===== src/hdl/uart_trig_regs.svh =====
// Purpose: register offsets, reset values, timing counts
// Assumes: plain register port, 8-bit word addresses
// Notes: included by the package users
`ifndef UART_TRIG_REGS_SVH
`define UART_TRIG_REGS_SVH
`define R_CTRL        8'h00
`define R_CFG         8'h01
`define R_BAUDDIV     8'h02
`define R_PATTERN     8'h03
`define R_MASK        8'h04
`define R_OFFSET      8'h05
`define R_ENDWORD     8'h06
`define R_TIMEOUT     8'h07
`define R_STATUS      8'h08
`define R_WORD        8'h09
`define R_TSTART      8'h0A
`define R_TSTOP       8'h0B
`define R_RATE        8'h0C
`define R_TRIGCNT     8'h0D
`define CTRL_RST      32'h0000_0000
`define CFG_RST       32'h0000_0003
`define BAUDDIV_RST   16'h0364
`define TIMEOUT_RST   24'h00_1000
`endif


===== src/hdl/uart_trig_pkg.sv =====
// Purpose: types shared by the trigger decoder
// Assumes: nothing
// Notes: constants live in uart_trig_regs.svh
package uart_trig_pkg;
  typedef enum logic [2:0] {
    TRG_START, TRG_PACKET, TRG_DATA, TRG_PARITY, TRG_BREAK, TRG_STOPERR
  } trig_mode_t;
  typedef enum logic [2:0] {
    PAR_NONE, PAR_ODD, PAR_EVEN, PAR_MARK, PAR_SPACE, PAR_IGNORE
  } parity_mode_t;
  typedef enum logic [2:0] {
    OP_EQ, OP_NE, OP_LT, OP_LE, OP_GT, OP_GE
  } cmp_op_t;
  typedef enum logic [1:0] {PKT_NONE, PKT_ENDWORD, PKT_TIMEOUT} pkt_mode_t;
  typedef enum logic [1:0] {STOP_1, STOP_1P5, STOP_2} stop_len_t;
  typedef struct packed {
    logic [3:0] data_bits;
    parity_mode_t parity;
    stop_len_t stop_len;
    logic lsb_first;
    logic [15:0] baud_div;
  } line_cfg_t;
  typedef struct packed {
    logic [8:0] value;
    logic start_fault_state;
    logic stop_fault_state;
    logic parity_fault_state;
    logic incomplete;
    logic brk;
    logic [31:0] t_start;
    logic [31:0] t_stop;
  } word_rec_t;
endpackage


===== src/hdl/uart_trigger_decoder.sv =====
// Purpose: serial line monitor: trigger and per-word decode records
// Assumes: tx/rx pins are asynchronous and idle high
// Notes: word fields read one cycle after the read strobe
`timescale 1ns/1ns
`include "uart_trig_regs.svh"
// Operation
// [RL1] start trigger: first low after stop
// [RL2] packet trigger at packet begin
// [RL3] data trigger: pattern across words
// [RL4] parity trigger only with parity configured
// [RL5] break: line low beyond word
// [RL6] stop error: stop bit low
// [RL7] source selects tx or rx
// [RL8] selectable compare operator
// [RL9] pattern msb first always
// [RL10] offset words skipped before compare
// [RL11] offset needs packet detection
// [RL12] incomplete word flagged at record end
// [RL13] start and stop timestamps
// [RL14] start stop parity fault classes
// [RL15] report rate and source line
// [RL16] far end idles high, low start
// [RL17] 5 to 9 data bits, stop lengths (stop length unused: only the first stop bit is sampled)
// [RL18] parity modes odd even mark space
// [RL19] packets end on word or timeout
// [RL20] centre sampling, resync on start
module uart_trigger_decoder import uart_trig_pkg::*; #(
  parameter int PAT_WORDS = 4
) (
  input wire logic i_mclk,
  input wire logic i_rstn,
  input wire logic i_tx,
  input wire logic i_rx,
  input wire logic [7:0] i_addr,
  input wire logic [31:0] i_wdata,
  input wire logic i_wr,
  input wire logic i_rd,
  output logic [31:0] o_rdata,
  output logic o_trigger
);
  // ----------------------------------------
  // registers
  // ----------------------------------------
  logic [31:0] ctrl_reg;
  logic [31:0] cfg_reg;
  logic [15:0] bauddiv_reg;
  logic [31:0] pattern_reg;
  logic [31:0] mask_reg;
  logic [7:0] offset_reg;
  logic [8:0] endword_reg;
  logic [23:0] timeout_reg;
  logic [31:0] now_reg;
  logic [15:0] trigcnt_reg;
  logic [1:0] tx_sync_reg;
  logic [1:0] rx_sync_reg;
  logic abort_req_reg;
  word_rec_t last_reg;
  logic last_src_reg;
  logic last_valid_reg;

  // ctrl: [0] arm [1] source rx [4:2] mode [7:5] operator
  //       [8] abort record (self clearing)
  wire trig_mode_t mode = trig_mode_t'(ctrl_reg[4:2]);
  wire cmp_op_t op = cmp_op_t'(ctrl_reg[7:5]);
  wire logic armed = ctrl_reg[0];
  // [RL7] source select
  wire logic src_rx = ctrl_reg[1];
  // cfg: [3:0] data bits [6:4] parity [8:7] stop [9] lsb first [11:10] packets
  wire pkt_mode_t pkt = pkt_mode_t'(cfg_reg[11:10]);
  wire line_cfg_t lcfg = '{data_bits: cfg_reg[3:0],
                           parity: parity_mode_t'(cfg_reg[6:4]),
                           stop_len: stop_len_t'(cfg_reg[8:7]),
                           lsb_first: cfg_reg[9],
                           baud_div: bauddiv_reg};

  // ----------------------------------------
  // receivers
  // ----------------------------------------
  logic tx_start, tx_done, tx_idle, rx_start, rx_done, rx_idle;
  word_rec_t tx_rec, rx_rec;
  uart_word_rx u_tx (
    .i_mclk(i_mclk), .i_rstn(i_rstn), .i_line(tx_sync_reg[1]),
    .i_cfg(lcfg), .i_now(now_reg), .i_abort(abort_req_reg),
    .o_start(tx_start), .o_done(tx_done), .o_rec(tx_rec), .o_idle(tx_idle)
  );
  uart_word_rx u_rx (
    .i_mclk(i_mclk), .i_rstn(i_rstn), .i_line(rx_sync_reg[1]),
    .i_cfg(lcfg), .i_now(now_reg), .i_abort(abort_req_reg),
    .o_start(rx_start), .o_done(rx_done), .o_rec(rx_rec), .o_idle(rx_idle)
  );

  wire logic s_start = src_rx ? rx_start : tx_start;
  wire logic s_done = src_rx ? rx_done : tx_done;
  wire logic s_idle = src_rx ? rx_idle : tx_idle;
  wire word_rec_t s_rec = src_rx ? rx_rec : tx_rec;

  // ----------------------------------------
  // packet tracking
  // ----------------------------------------
  logic in_pkt_reg;
  logic [23:0] gap_reg;
  logic [7:0] widx_reg;
  logic [31:0] hist_reg;
  logic brk_seen_reg;
  wire logic pkt_on = (pkt != PKT_NONE);
  // [RL19] end on end word or idle gap
  wire logic end_word = (pkt == PKT_ENDWORD) && s_done &&
                        (s_rec.value == endword_reg);
  wire logic gap_end = (pkt == PKT_TIMEOUT) && s_idle && in_pkt_reg &&
                       (gap_reg >= timeout_reg);
  wire logic pkt_begin = s_start && !in_pkt_reg;

  // [RL9] pattern and history both msb first, newest word lowest
  function automatic logic cmp(input cmp_op_t o, input logic [31:0] a,
                               input logic [31:0] b);
    case (o)
      OP_EQ: cmp = (a == b);
      OP_NE: cmp = (a != b);
      OP_LT: cmp = (a < b);
      OP_LE: cmp = (a <= b);
      OP_GT: cmp = (a > b);
      OP_GE: cmp = (a >= b);
      default: cmp = 1'b0;
    endcase
  endfunction
  wire logic [31:0] hist_next = {hist_reg[23:0], s_rec.value[7:0]};
  // words needed to fill the pattern, from the mask width
  wire logic [2:0] pat_len = mask_reg[31:24] != 8'h00 ? 3'h4 :
                             mask_reg[23:16] != 8'h00 ? 3'h3 :
                             mask_reg[15:8] != 8'h00 ? 3'h2 : 3'h1;
  // [RL10] skip leading words; [RL11] only with packets
  wire logic [7:0] eff_off = pkt_on ? offset_reg : 8'h00;
  wire logic pos_ok = pkt_on ?
    (widx_reg + 8'h01 == eff_off + {5'h00, pat_len}) :
    (widx_reg + 8'h01 >= {5'h00, pat_len});
  // [RL8] operator on masked words
  // [RL3] pattern over words
  wire logic data_hit = s_done && pos_ok && !s_rec.incomplete &&
    cmp(op, hist_next & mask_reg, pattern_reg & mask_reg);

  logic hit;
  always_comb begin
    hit = 1'b0;
    case (mode)
      // [RL1] first low after stop
      TRG_START: hit = s_start;
      // [RL2] packet begin
      TRG_PACKET: hit = pkt_begin && pkt_on;
      TRG_DATA: hit = data_hit;
      // [RL4] gated on parity mode
      TRG_PARITY: hit = s_done && s_rec.parity_fault_state &&
                        (lcfg.parity != PAR_NONE);
      // [RL5] break
      TRG_BREAK: hit = s_rec.brk && !brk_seen_reg;
      // [RL6] stop error
      TRG_STOPERR: hit = s_done && s_rec.stop_fault_state;
      default: hit = 1'b0;
    endcase
  end

  always_ff @(posedge i_mclk or negedge i_rstn) begin
    if (!i_rstn) begin
      in_pkt_reg <= 1'b0;
      gap_reg <= 24'h00_0000;
      widx_reg <= 8'h00;
      hist_reg <= 32'h0000_0000;
      brk_seen_reg <= 1'b0;
    end else begin
      brk_seen_reg <= s_rec.brk;
      gap_reg <= s_idle ? gap_reg + 24'h00_0001 : 24'h00_0000;
      if (end_word || gap_end) begin
        in_pkt_reg <= 1'b0;
      end else if (s_start) begin
        in_pkt_reg <= 1'b1;
      end
      if (pkt_begin) begin
        widx_reg <= 8'h00;
        hist_reg <= 32'h0000_0000;
      end else if (s_done) begin
        hist_reg <= hist_next;
        if (widx_reg != 8'hFF)
          widx_reg <= widx_reg + 8'h01;
      end
    end
  end

  // ----------------------------------------
  // register port
  // ----------------------------------------
  wire logic [31:0] rd_mux =
    (i_addr == `R_CTRL) ? ctrl_reg :
    (i_addr == `R_CFG) ? cfg_reg :
    (i_addr == `R_BAUDDIV) ? {16'h0000, bauddiv_reg} :
    (i_addr == `R_PATTERN) ? pattern_reg :
    (i_addr == `R_MASK) ? mask_reg :
    (i_addr == `R_OFFSET) ? {24'h00_0000, offset_reg} :
    (i_addr == `R_ENDWORD) ? {23'h00_0000, endword_reg} :
    (i_addr == `R_TIMEOUT) ? {8'h00, timeout_reg} :
    // [RL14] classification; [RL15] source and rate
    (i_addr == `R_STATUS) ? {25'h000_0000, last_valid_reg, last_src_reg,
      last_reg.brk, last_reg.incomplete, last_reg.parity_fault_state,
      last_reg.stop_fault_state, last_reg.start_fault_state} :
    (i_addr == `R_WORD) ? {23'h00_0000, last_reg.value} :
    (i_addr == `R_TSTART) ? last_reg.t_start :
    (i_addr == `R_TSTOP) ? last_reg.t_stop :
    (i_addr == `R_RATE) ? {16'h0000, bauddiv_reg} :
    (i_addr == `R_TRIGCNT) ? {16'h0000, trigcnt_reg} : 32'h0000_0000;

  wire logic status_rd = i_rd && (i_addr == `R_STATUS);
  wire logic any_done = tx_done | rx_done;

  always_ff @(posedge i_mclk or negedge i_rstn) begin
    if (!i_rstn) begin
      ctrl_reg <= `CTRL_RST;
      cfg_reg <= `CFG_RST;
      bauddiv_reg <= `BAUDDIV_RST;
      pattern_reg <= 32'h0000_0000;
      mask_reg <= 32'h0000_00FF;
      offset_reg <= 8'h00;
      endword_reg <= 9'h00A;
      timeout_reg <= `TIMEOUT_RST;
      now_reg <= 32'h0000_0000;
      trigcnt_reg <= 16'h0000;
      tx_sync_reg <= 2'b11;
      rx_sync_reg <= 2'b11;
      abort_req_reg <= 1'b0;
      last_reg <= '0;
      last_src_reg <= 1'b0;
      last_valid_reg <= 1'b0;
      o_rdata <= 32'h0000_0000;
      o_trigger <= 1'b0;
    end else begin
      tx_sync_reg <= {tx_sync_reg[0], i_tx};
      rx_sync_reg <= {rx_sync_reg[0], i_rx};
      now_reg <= now_reg + 32'h0000_0001;
      o_rdata <= i_rd ? rd_mux : 32'h0000_0000;
      abort_req_reg <= i_wr && (i_addr == `R_CTRL) && i_wdata[8];
      o_trigger <= armed && hit;
      if (armed && hit)
        trigcnt_reg <= trigcnt_reg + 16'h0001;
      // [RL15] last word with line of origin; new word beats read clear
      if (any_done) begin
        last_reg <= tx_done ? tx_rec : rx_rec;
        last_src_reg <= ~tx_done;
        last_valid_reg <= 1'b1;
      end else if (status_rd) begin
        last_valid_reg <= 1'b0;
      end
      if (i_wr) begin
        case (i_addr)
          `R_CTRL: ctrl_reg <= {23'h00_0000, 1'b0, i_wdata[7:0]};
          `R_CFG: cfg_reg <= {20'h0_0000, i_wdata[11:0]};
          `R_BAUDDIV: bauddiv_reg <= i_wdata[15:0];
          `R_PATTERN: pattern_reg <= i_wdata;
          `R_MASK: mask_reg <= i_wdata;
          `R_OFFSET: offset_reg <= i_wdata[7:0];
          `R_ENDWORD: endword_reg <= i_wdata[8:0];
          `R_TIMEOUT: timeout_reg <= i_wdata[23:0];
          default: ;
        endcase
      end
    end
  end
endmodule


===== src/hdl/uart_word_rx.sv =====
// Purpose: one serial word receiver with centre sampling and error flags
// Assumes: line already synchronised to i_mclk
// Notes: one instance per line
`timescale 1ns/1ns
`include "uart_trig_regs.svh"
module uart_word_rx import uart_trig_pkg::*; (
  input wire logic i_mclk,
  input wire logic i_rstn,
  input wire logic i_line,
  input wire line_cfg_t i_cfg,
  input wire logic [31:0] i_now,
  input wire logic i_abort,
  output logic o_start,
  output logic o_done,
  output word_rec_t o_rec,
  output logic o_idle
);
  typedef enum {S_IDLE, S_START, S_DATA, S_PAR, S_STOP, S_BRK} st_t;
  st_t st_reg;
  logic [15:0] cnt_reg;
  logic [3:0] bit_reg;
  logic [8:0] sh_reg;
  logic ones_reg;
  logic line_d_reg;
  word_rec_t rec_reg;
  wire logic has_par = (i_cfg.parity != PAR_NONE);
  wire logic fall = line_d_reg & ~i_line;
  wire logic [15:0] half = {1'b0, i_cfg.baud_div[15:1]};
  wire logic tick = (cnt_reg == 16'h0000);
  // [RL18] expected parity bit per mode
  wire logic par_exp = (i_cfg.parity == PAR_ODD) ? ~ones_reg :
                       (i_cfg.parity == PAR_EVEN) ? ones_reg :
                       (i_cfg.parity == PAR_MARK);
  wire logic par_chk = (i_cfg.parity != PAR_IGNORE);
  // only the first stop bit is sampled; longer stops read as idle
  // word length in bits including start, used for break detection
  wire logic [3:0] word_bits = i_cfg.data_bits + 4'h2 + {3'h0, has_par};
  wire logic [8:0] sh_in = i_cfg.lsb_first ?
    {i_line, sh_reg[8:1]} : {sh_reg[7:0], i_line};
  always_ff @(posedge i_mclk or negedge i_rstn) begin
    if (!i_rstn) begin
      st_reg <= S_IDLE;
      cnt_reg <= 16'h0000;
      bit_reg <= 4'h0;
      sh_reg <= 9'h000;
      ones_reg <= 1'b0;
      line_d_reg <= 1'b1;
      rec_reg <= '0;
      o_start <= 1'b0;
      o_done <= 1'b0;
    end else begin
      line_d_reg <= i_line;
      o_start <= 1'b0;
      o_done <= 1'b0;
      cnt_reg <= tick ? i_cfg.baud_div - 16'h0001 : cnt_reg - 16'h0001;
      case (st_reg)
        S_IDLE: begin
          // [RL20] resync on edge
          if (fall) begin
            st_reg <= S_START;
            cnt_reg <= half;
            // [RL13] start timestamp
            rec_reg <= '0;
            rec_reg.t_start <= i_now;
            o_start <= 1'b1;
          end
        end
        S_START: begin
          if (tick) begin
            // [RL14] start fault
            if (i_line) begin
              rec_reg.start_fault_state <= 1'b1;
              rec_reg.t_stop <= i_now;
              o_done <= 1'b1;
              st_reg <= S_IDLE;
            end else begin
              st_reg <= S_DATA;
              bit_reg <= 4'h0;
              sh_reg <= 9'h000;
              ones_reg <= 1'b0;
            end
          end
        end
        S_DATA: begin
          if (tick) begin
            sh_reg <= sh_in;
            ones_reg <= ones_reg ^ i_line;
            bit_reg <= bit_reg + 4'h1;
            // [RL17] configured word width
            if (bit_reg + 4'h1 == i_cfg.data_bits) begin
              st_reg <= has_par ? S_PAR : S_STOP;
            end
          end
        end
        S_PAR: begin
          if (tick) begin
            // [RL14] parity fault
            rec_reg.parity_fault_state <= par_chk & (i_line != par_exp);
            bit_reg <= bit_reg + 4'h1;
            st_reg <= S_STOP;
          end
        end
        S_STOP: begin
          if (tick) begin
            // [RL6] stop sampled low
            rec_reg.value <= i_cfg.lsb_first ?
              (sh_reg >> (4'h9 - i_cfg.data_bits)) : sh_reg;
            rec_reg.t_stop <= i_now;
            if (!i_line) begin
              rec_reg.stop_fault_state <= 1'b1;
              st_reg <= S_BRK;
              bit_reg <= bit_reg + 4'h1;
            end else begin
              o_done <= 1'b1;
              st_reg <= S_IDLE;
            end
          end
        end
        S_BRK: begin
          // [RL5] low beyond a word
          if (i_line) begin
            o_done <= 1'b1;
            st_reg <= S_IDLE;
          end else if (tick) begin
            bit_reg <= bit_reg + 4'h1;
            if (bit_reg + 4'h1 > word_bits + 4'h1)
              rec_reg.brk <= 1'b1;
          end
        end
        default: st_reg <= S_IDLE;
      endcase
      // [RL12] record ended early
      if (i_abort && st_reg != S_IDLE) begin
        rec_reg.incomplete <= 1'b1;
        rec_reg.t_stop <= i_now;
        o_done <= 1'b1;
        st_reg <= S_IDLE;
      end
    end
  end
  assign o_rec = rec_reg;
  assign o_idle = (st_reg == S_IDLE);
endmodule

===== config.mk =====
export PLATFORM = sky130hd
export DESIGN_NAME = uart_trigger_decoder
export DESIGN_NICKNAME = d
export VERILOG_FILES = /design/src/hdl/uart_trig_pkg.sv /design/src/hdl/uart_trigger_decoder.sv /design/src/hdl/uart_word_rx.sv
export VERILOG_INCLUDE_DIRS = /design/src /design/src/hdl
export SDC_FILE = /design/constraint.sdc
export NUM_CORES = 1
export LEC_CHECK = 0
export BUFFER_PORTS_ARGS = -buffer_cell sky130_fd_sc_hd__buf_2
export CAP_MARGIN = 20
export CORE_MARGIN = 2
export CORE_UTILIZATION = 25
export DETAILED_ROUTE_END_ITERATION = 10
export HOLD_SLACK_MARGIN = 0.08
export PLACE_DENSITY = 0.37
export SYNTH_ARGS = -nofsm -noshare
export SYNTH_HDL_FRONTEND = slang
export SYNTH_SLANG_ARGS = --single-unit

===== constraint.sdc =====
create_clock -name i_mclk -period 3.55 [get_ports i_mclk]
set_clock_uncertainty 0.2 [all_clocks]
set_input_delay 0.355 -clock i_mclk [delete_from_list [all_inputs] [get_ports i_mclk]]
set_output_delay 0.355 -clock i_mclk [all_outputs]
set_load 0.01 [all_outputs]

==> summary.md <==
| Metric | Value |
|---|---|
| Post-synth EDFFs | `0` |
| Layout cells sized above 1 | `0.1807` |
| Switching part of the total | `0.3317` |
| Endpoints failing setup | `17` |
| Post-detailed-route count of antenna-violating nets | `0` |
| Critical setup path kind | `register to register` |
| Via count | `24.01k` |
| Hpwl dp | `78150 um` |
| Routed WL per cell | `22.02 um` |
| Synth warn | `0` |
| Status | `finished, violations left` |
| Number of library cell types mapped by synthesis | `84` |
| Async S/R FF share, synth | `1.000` |
| Register bit count reported by yosys | `593` |
| Critical path startpoint category | `register` |
| Failing checks | `negative setup slack` |
| Wirelength, routed | `111200 um` |
| Number of global-route vias before repair | `24.06k` |
| Placed Cells | `4870` |
| Total gr overflow | `0` |
| First-pass GRT wire length | `167900 um` |
| CTS tree | `yes` |
| Final Cycle Share | `1.107` |
| Min setup slack post-route | `-0.3810 ns` |
| Slowest cell delay on critical path | `0.55 ns` |
| Fmax | `254.4 MHz` |
| Post-synthesis mux area share | `0.09953` |
| Buf/Inv on CP | `2` |
| Critical path arrival | `4.32 ns` |
| DR pass1 iterations | `8` |
| Cell chain of the critical path | `or4_4 > nor2_4 > o31a_1 > ha_2 > inv_2 > fa_2 > nand2b_4 > a2111o_1 > o21ai_2 > xnor2_1 > a2111oi_2 > and3_4 > buf_6 > nor2_4 > nor4b_2 > xor2_1` |
| Slowest CP cell | `or4_4` |
| Seq/Total Area, Yosys | `0.4879` |
| Gpl congestion | `0.8864` |
| RSZ-0062 raised after global routing | `true` |
| Largest net degree at the start of global routing | `159` |
| PwrDens | `558.9 nW/um2` |
| Syn nets | `3330` |
| CTS max path bufs | `3` |
| Critical Path Most Common Cell | `nor2_4` |
| Final nets | `3493` |
| Simple-gate share of the synthesized area | `0.1728` |
| Tot Pwr | `20.54 mW` |
| Global-route total usage across every layer | `0.1771` |
| Critical path peak fanout | `4` |
| CP Capture Type | `register` |
| Final min period | `3.931 ns` |
| CTS HTree Levels | `3` |
| Via density | `4.757` |
| CORE AREA | `121400 um2` |
| Starting Density | `0.2510` |
| Commonest non-fill, non-tap cell in the layout | `nand2_1` |
| Setup Fix Bufs, Post-CTS | `0` |
| Combinational family with the most area after synthesis | `simple AND/OR/NAND/NOR gates` |
| CTS sink cnt | `593` |
| Max-slew violations | `0` |
| Mapped Area | `30470 um2` |
| Most frequent cells in the layout | `nand2_1, dfrtp_1, o21ai_0, mux2_2, nor2_1` |
| Worst skew pair latency | `0.67 ns` |
| # DRC | `0` |
| # Max-Cap Violations | `0` |
| CTS clock-pin slew for the worst setup and hold paths | `0.06 ns` |
| DIE HEIGHT | `353.1 um` |
| Worst Path Required | `3.94 ns` |
| IO Count | `79` |
| Adder-cell area share of the yosys netlist | `0.03597` |
| Psw | `6.812 mW` |
| P_int | `13.73 mW` |
| Post-route insts no fill | `5048` |
| Ys flop type | `dfrtp_1` |
| Syn Area/Cell | `9.532 um2` |
| Initial DRC count | `1754` |
| Delay-heaviest family, CP | `simple AND/OR/NAND/NOR gates` |
| Worst slew pin tran | `1.007 ns` |
| Row count | `128` |
| Clk pwr share | `0.397` |
| Area growth syn-to-layout | `20.60%` |
| Power share of the combinational group | `0.208` |
| Die ar. | `124700 um2` |
| Compound-Gate Fraction of Synth Area | `0.1294` |
| Initial antenna violation count | `4` |
| Cells after Synth | `3197` |
| Sequential Power Share | `0.395` |
| Area share of xor/xnor cells in the synthesized design | `0.04192` |
| Num CTS Buffers | `74` |
| Die W | `353.1 um` |
| Worst vdd ir | `0.4628 mV` |
| Final Hold Fails | `0` |
| LEAKAGE | `16.22 nW` |
| Worst min path class | `register to register` |
| Slew headroom | `0.3243` |
| Clock root buffer master | `clkbuf_16` |
| Fillers | `12.83k` |
| Port bufs | `78` |
## final timing paths
check / from / to / slack, ns / cells past startpoint
setup / recovery: mask_reg[11]$_DFFE_PN0P_ / trigcnt_reg[13]$_DFFE_PN0P_ / -0.38 / 16
hold / removal: rx_sync_reg[0]$_DFF_PN1_ / rx_sync_reg[1]$_DFF_PN1_ / 0.15 / 0
setup reg to reg: mask_reg[11]$_DFFE_PN0P_ / trigcnt_reg[13]$_DFFE_PN0P_ / -0.38 / 16
hold reg to reg: rx_sync_reg[0]$_DFF_PN1_ / rx_sync_reg[1]$_DFF_PN1_ / 0.15 / 0
max in group asynchronous: i_rstn / pattern_reg[29]$_DFFE_PN0P_ / 2.32 / 3
min in group asynchronous: i_rstn / u_tx.line_d_reg$_DFF_PN1_ / 0.20 / 2
## Yosys cell counts, types with 10 or more instances
master,count,area (um2)
mux2i_1,114,1141
nand2_1,666,2500
mux2_2,166,1869
a22o_1,10,87.58
nor3_1,31,155.2
and3_1,25,156.4
dfstp_2,24,630.6
o22ai_1,12,75.07
a221oi_1,15,131.4
or3_1,11,68.82
clkbuf_1,164,615.6
buf_1,15,56.30
a31oi_1,17,106.4
o21ai_1,33,165.2
o31ai_1,13,97.59
nand2b_1,30,187.7
a22oi_1,45,337.8
a21oi_1,141,705.7
xor2_1,67,586.8
nand3_1,90,450.4
nand4_1,27,168.9
nor2b_1,44,275.3
a211oi_1,16,120.1
ha_1,86,1076
dfrtp_1,569,14240
buf_2,11,55.05
inv_1,54,202.7
nor2_1,159,596.8
nor4_1,15,93.84
a222oi_1,15,150.1
xnor2_1,77,674.4
and2_1,31,193.9
o21ai_0,283,1416
## power by group through the flow
| stage | logic [mW] | registers (mW) | clock network [mW] |
|---|---|---|---|
| global route | 4.78 | 8.20 | 8.68 |
| CTS | 4.34 | 8.11 | 8.42 |
| finish | 4.26 | 8.11 | 8.16 |
| floorplan | 2.66 | 7.89 | 0 |
| detailed placement | 4.27 | 8.23 | 0 |
| global placement | 4.28 | 8.23 | 0 |
## final cells by class
type | count | area (um2) | area share
sequential | 593 | 14880 | 0.4048
multi-input combinational | 2353 | 14770 | 0.4019
timing repair buffer | 280 | 2221 | 0.06043
clock buffer | 101 | 2103 | 0.05723
tap | 1625 | 2033 | 0.05533
clock inverter | 35 | 519.2 | 0.01413
inverter | 58 | 217.7 | 0.005924
antenna | 3 | 7.507 | 0.0002043
## through the flow
step	TNS, ns	hold WS [ns]	instance area (um2)	utilization	worst slack [ns]
after floorplan	-0.9612	-0.1406	30510	-	-0.1258
after global placement	-6.436	0.1334	33660	0.2773	-0.4822
after detailed placement	-5.812	0.1409	33660	0.2773	-0.4405
after CTS	-5.460	0.1273	36710	0.3024	-0.3981
after global routing	-8.489	0.1598	36740	0.3027	-0.5630
final	-4.988	0.1529	36750	0.3027	-0.3810
## timing repair
| item | 4_1_cts | 5_1_grt |
|---|---|---|
| hold buffers | 38 | 0 |
| cloned | 1 | 0 |
| endpoints found under the hold margin | 728 | 0 |
| pin swaps | 10 | 11 |
| gates resized for setup | 5 | 7 |
| setup endpoints to repair | 17 | 17 |
## kinds of logic (layout without fill, tap and decap cells)
group / after synthesis / in the layout
AO/OA/AOI/OAI: 662 / 663
multiplexers: 281 / 281
XOR/XNOR: 145 / 145
buffers and inverters: 252 / 474
flip-flops: 593 / 593
adder cells (fa/ha/maj): 87 / 87
AND/OR/NAND/NOR: 1177 / 1177
other: 0 / 3
## routing by layer
| metal | up-vias | part of all wire | track usage |
|---|---|---|---|
| li1 | 11474 | - | - |
| met1 | 11955 | 0.50 | 0.2635 |
| met2 | 462 | 0.44 | 0.2722 |
| met3 | 117 | 0.040 | 0.02284 |
| met4 | 4 | 0.015 | 0.03906 |
| met5 | - | 0.00022 | 0 |
## worst reg2reg max path, delay by kind of cell, from the launching register on
family,cells,cell delay (ns)
fa+ha+maj,2,0.53
xor+xnor,2,0.24
buf+inv,2,0.16
flops,1,0.38
compound gates,4,0.88
simple gates,6,1.47
Note: power is estimated with default switching activity, not from simulation.
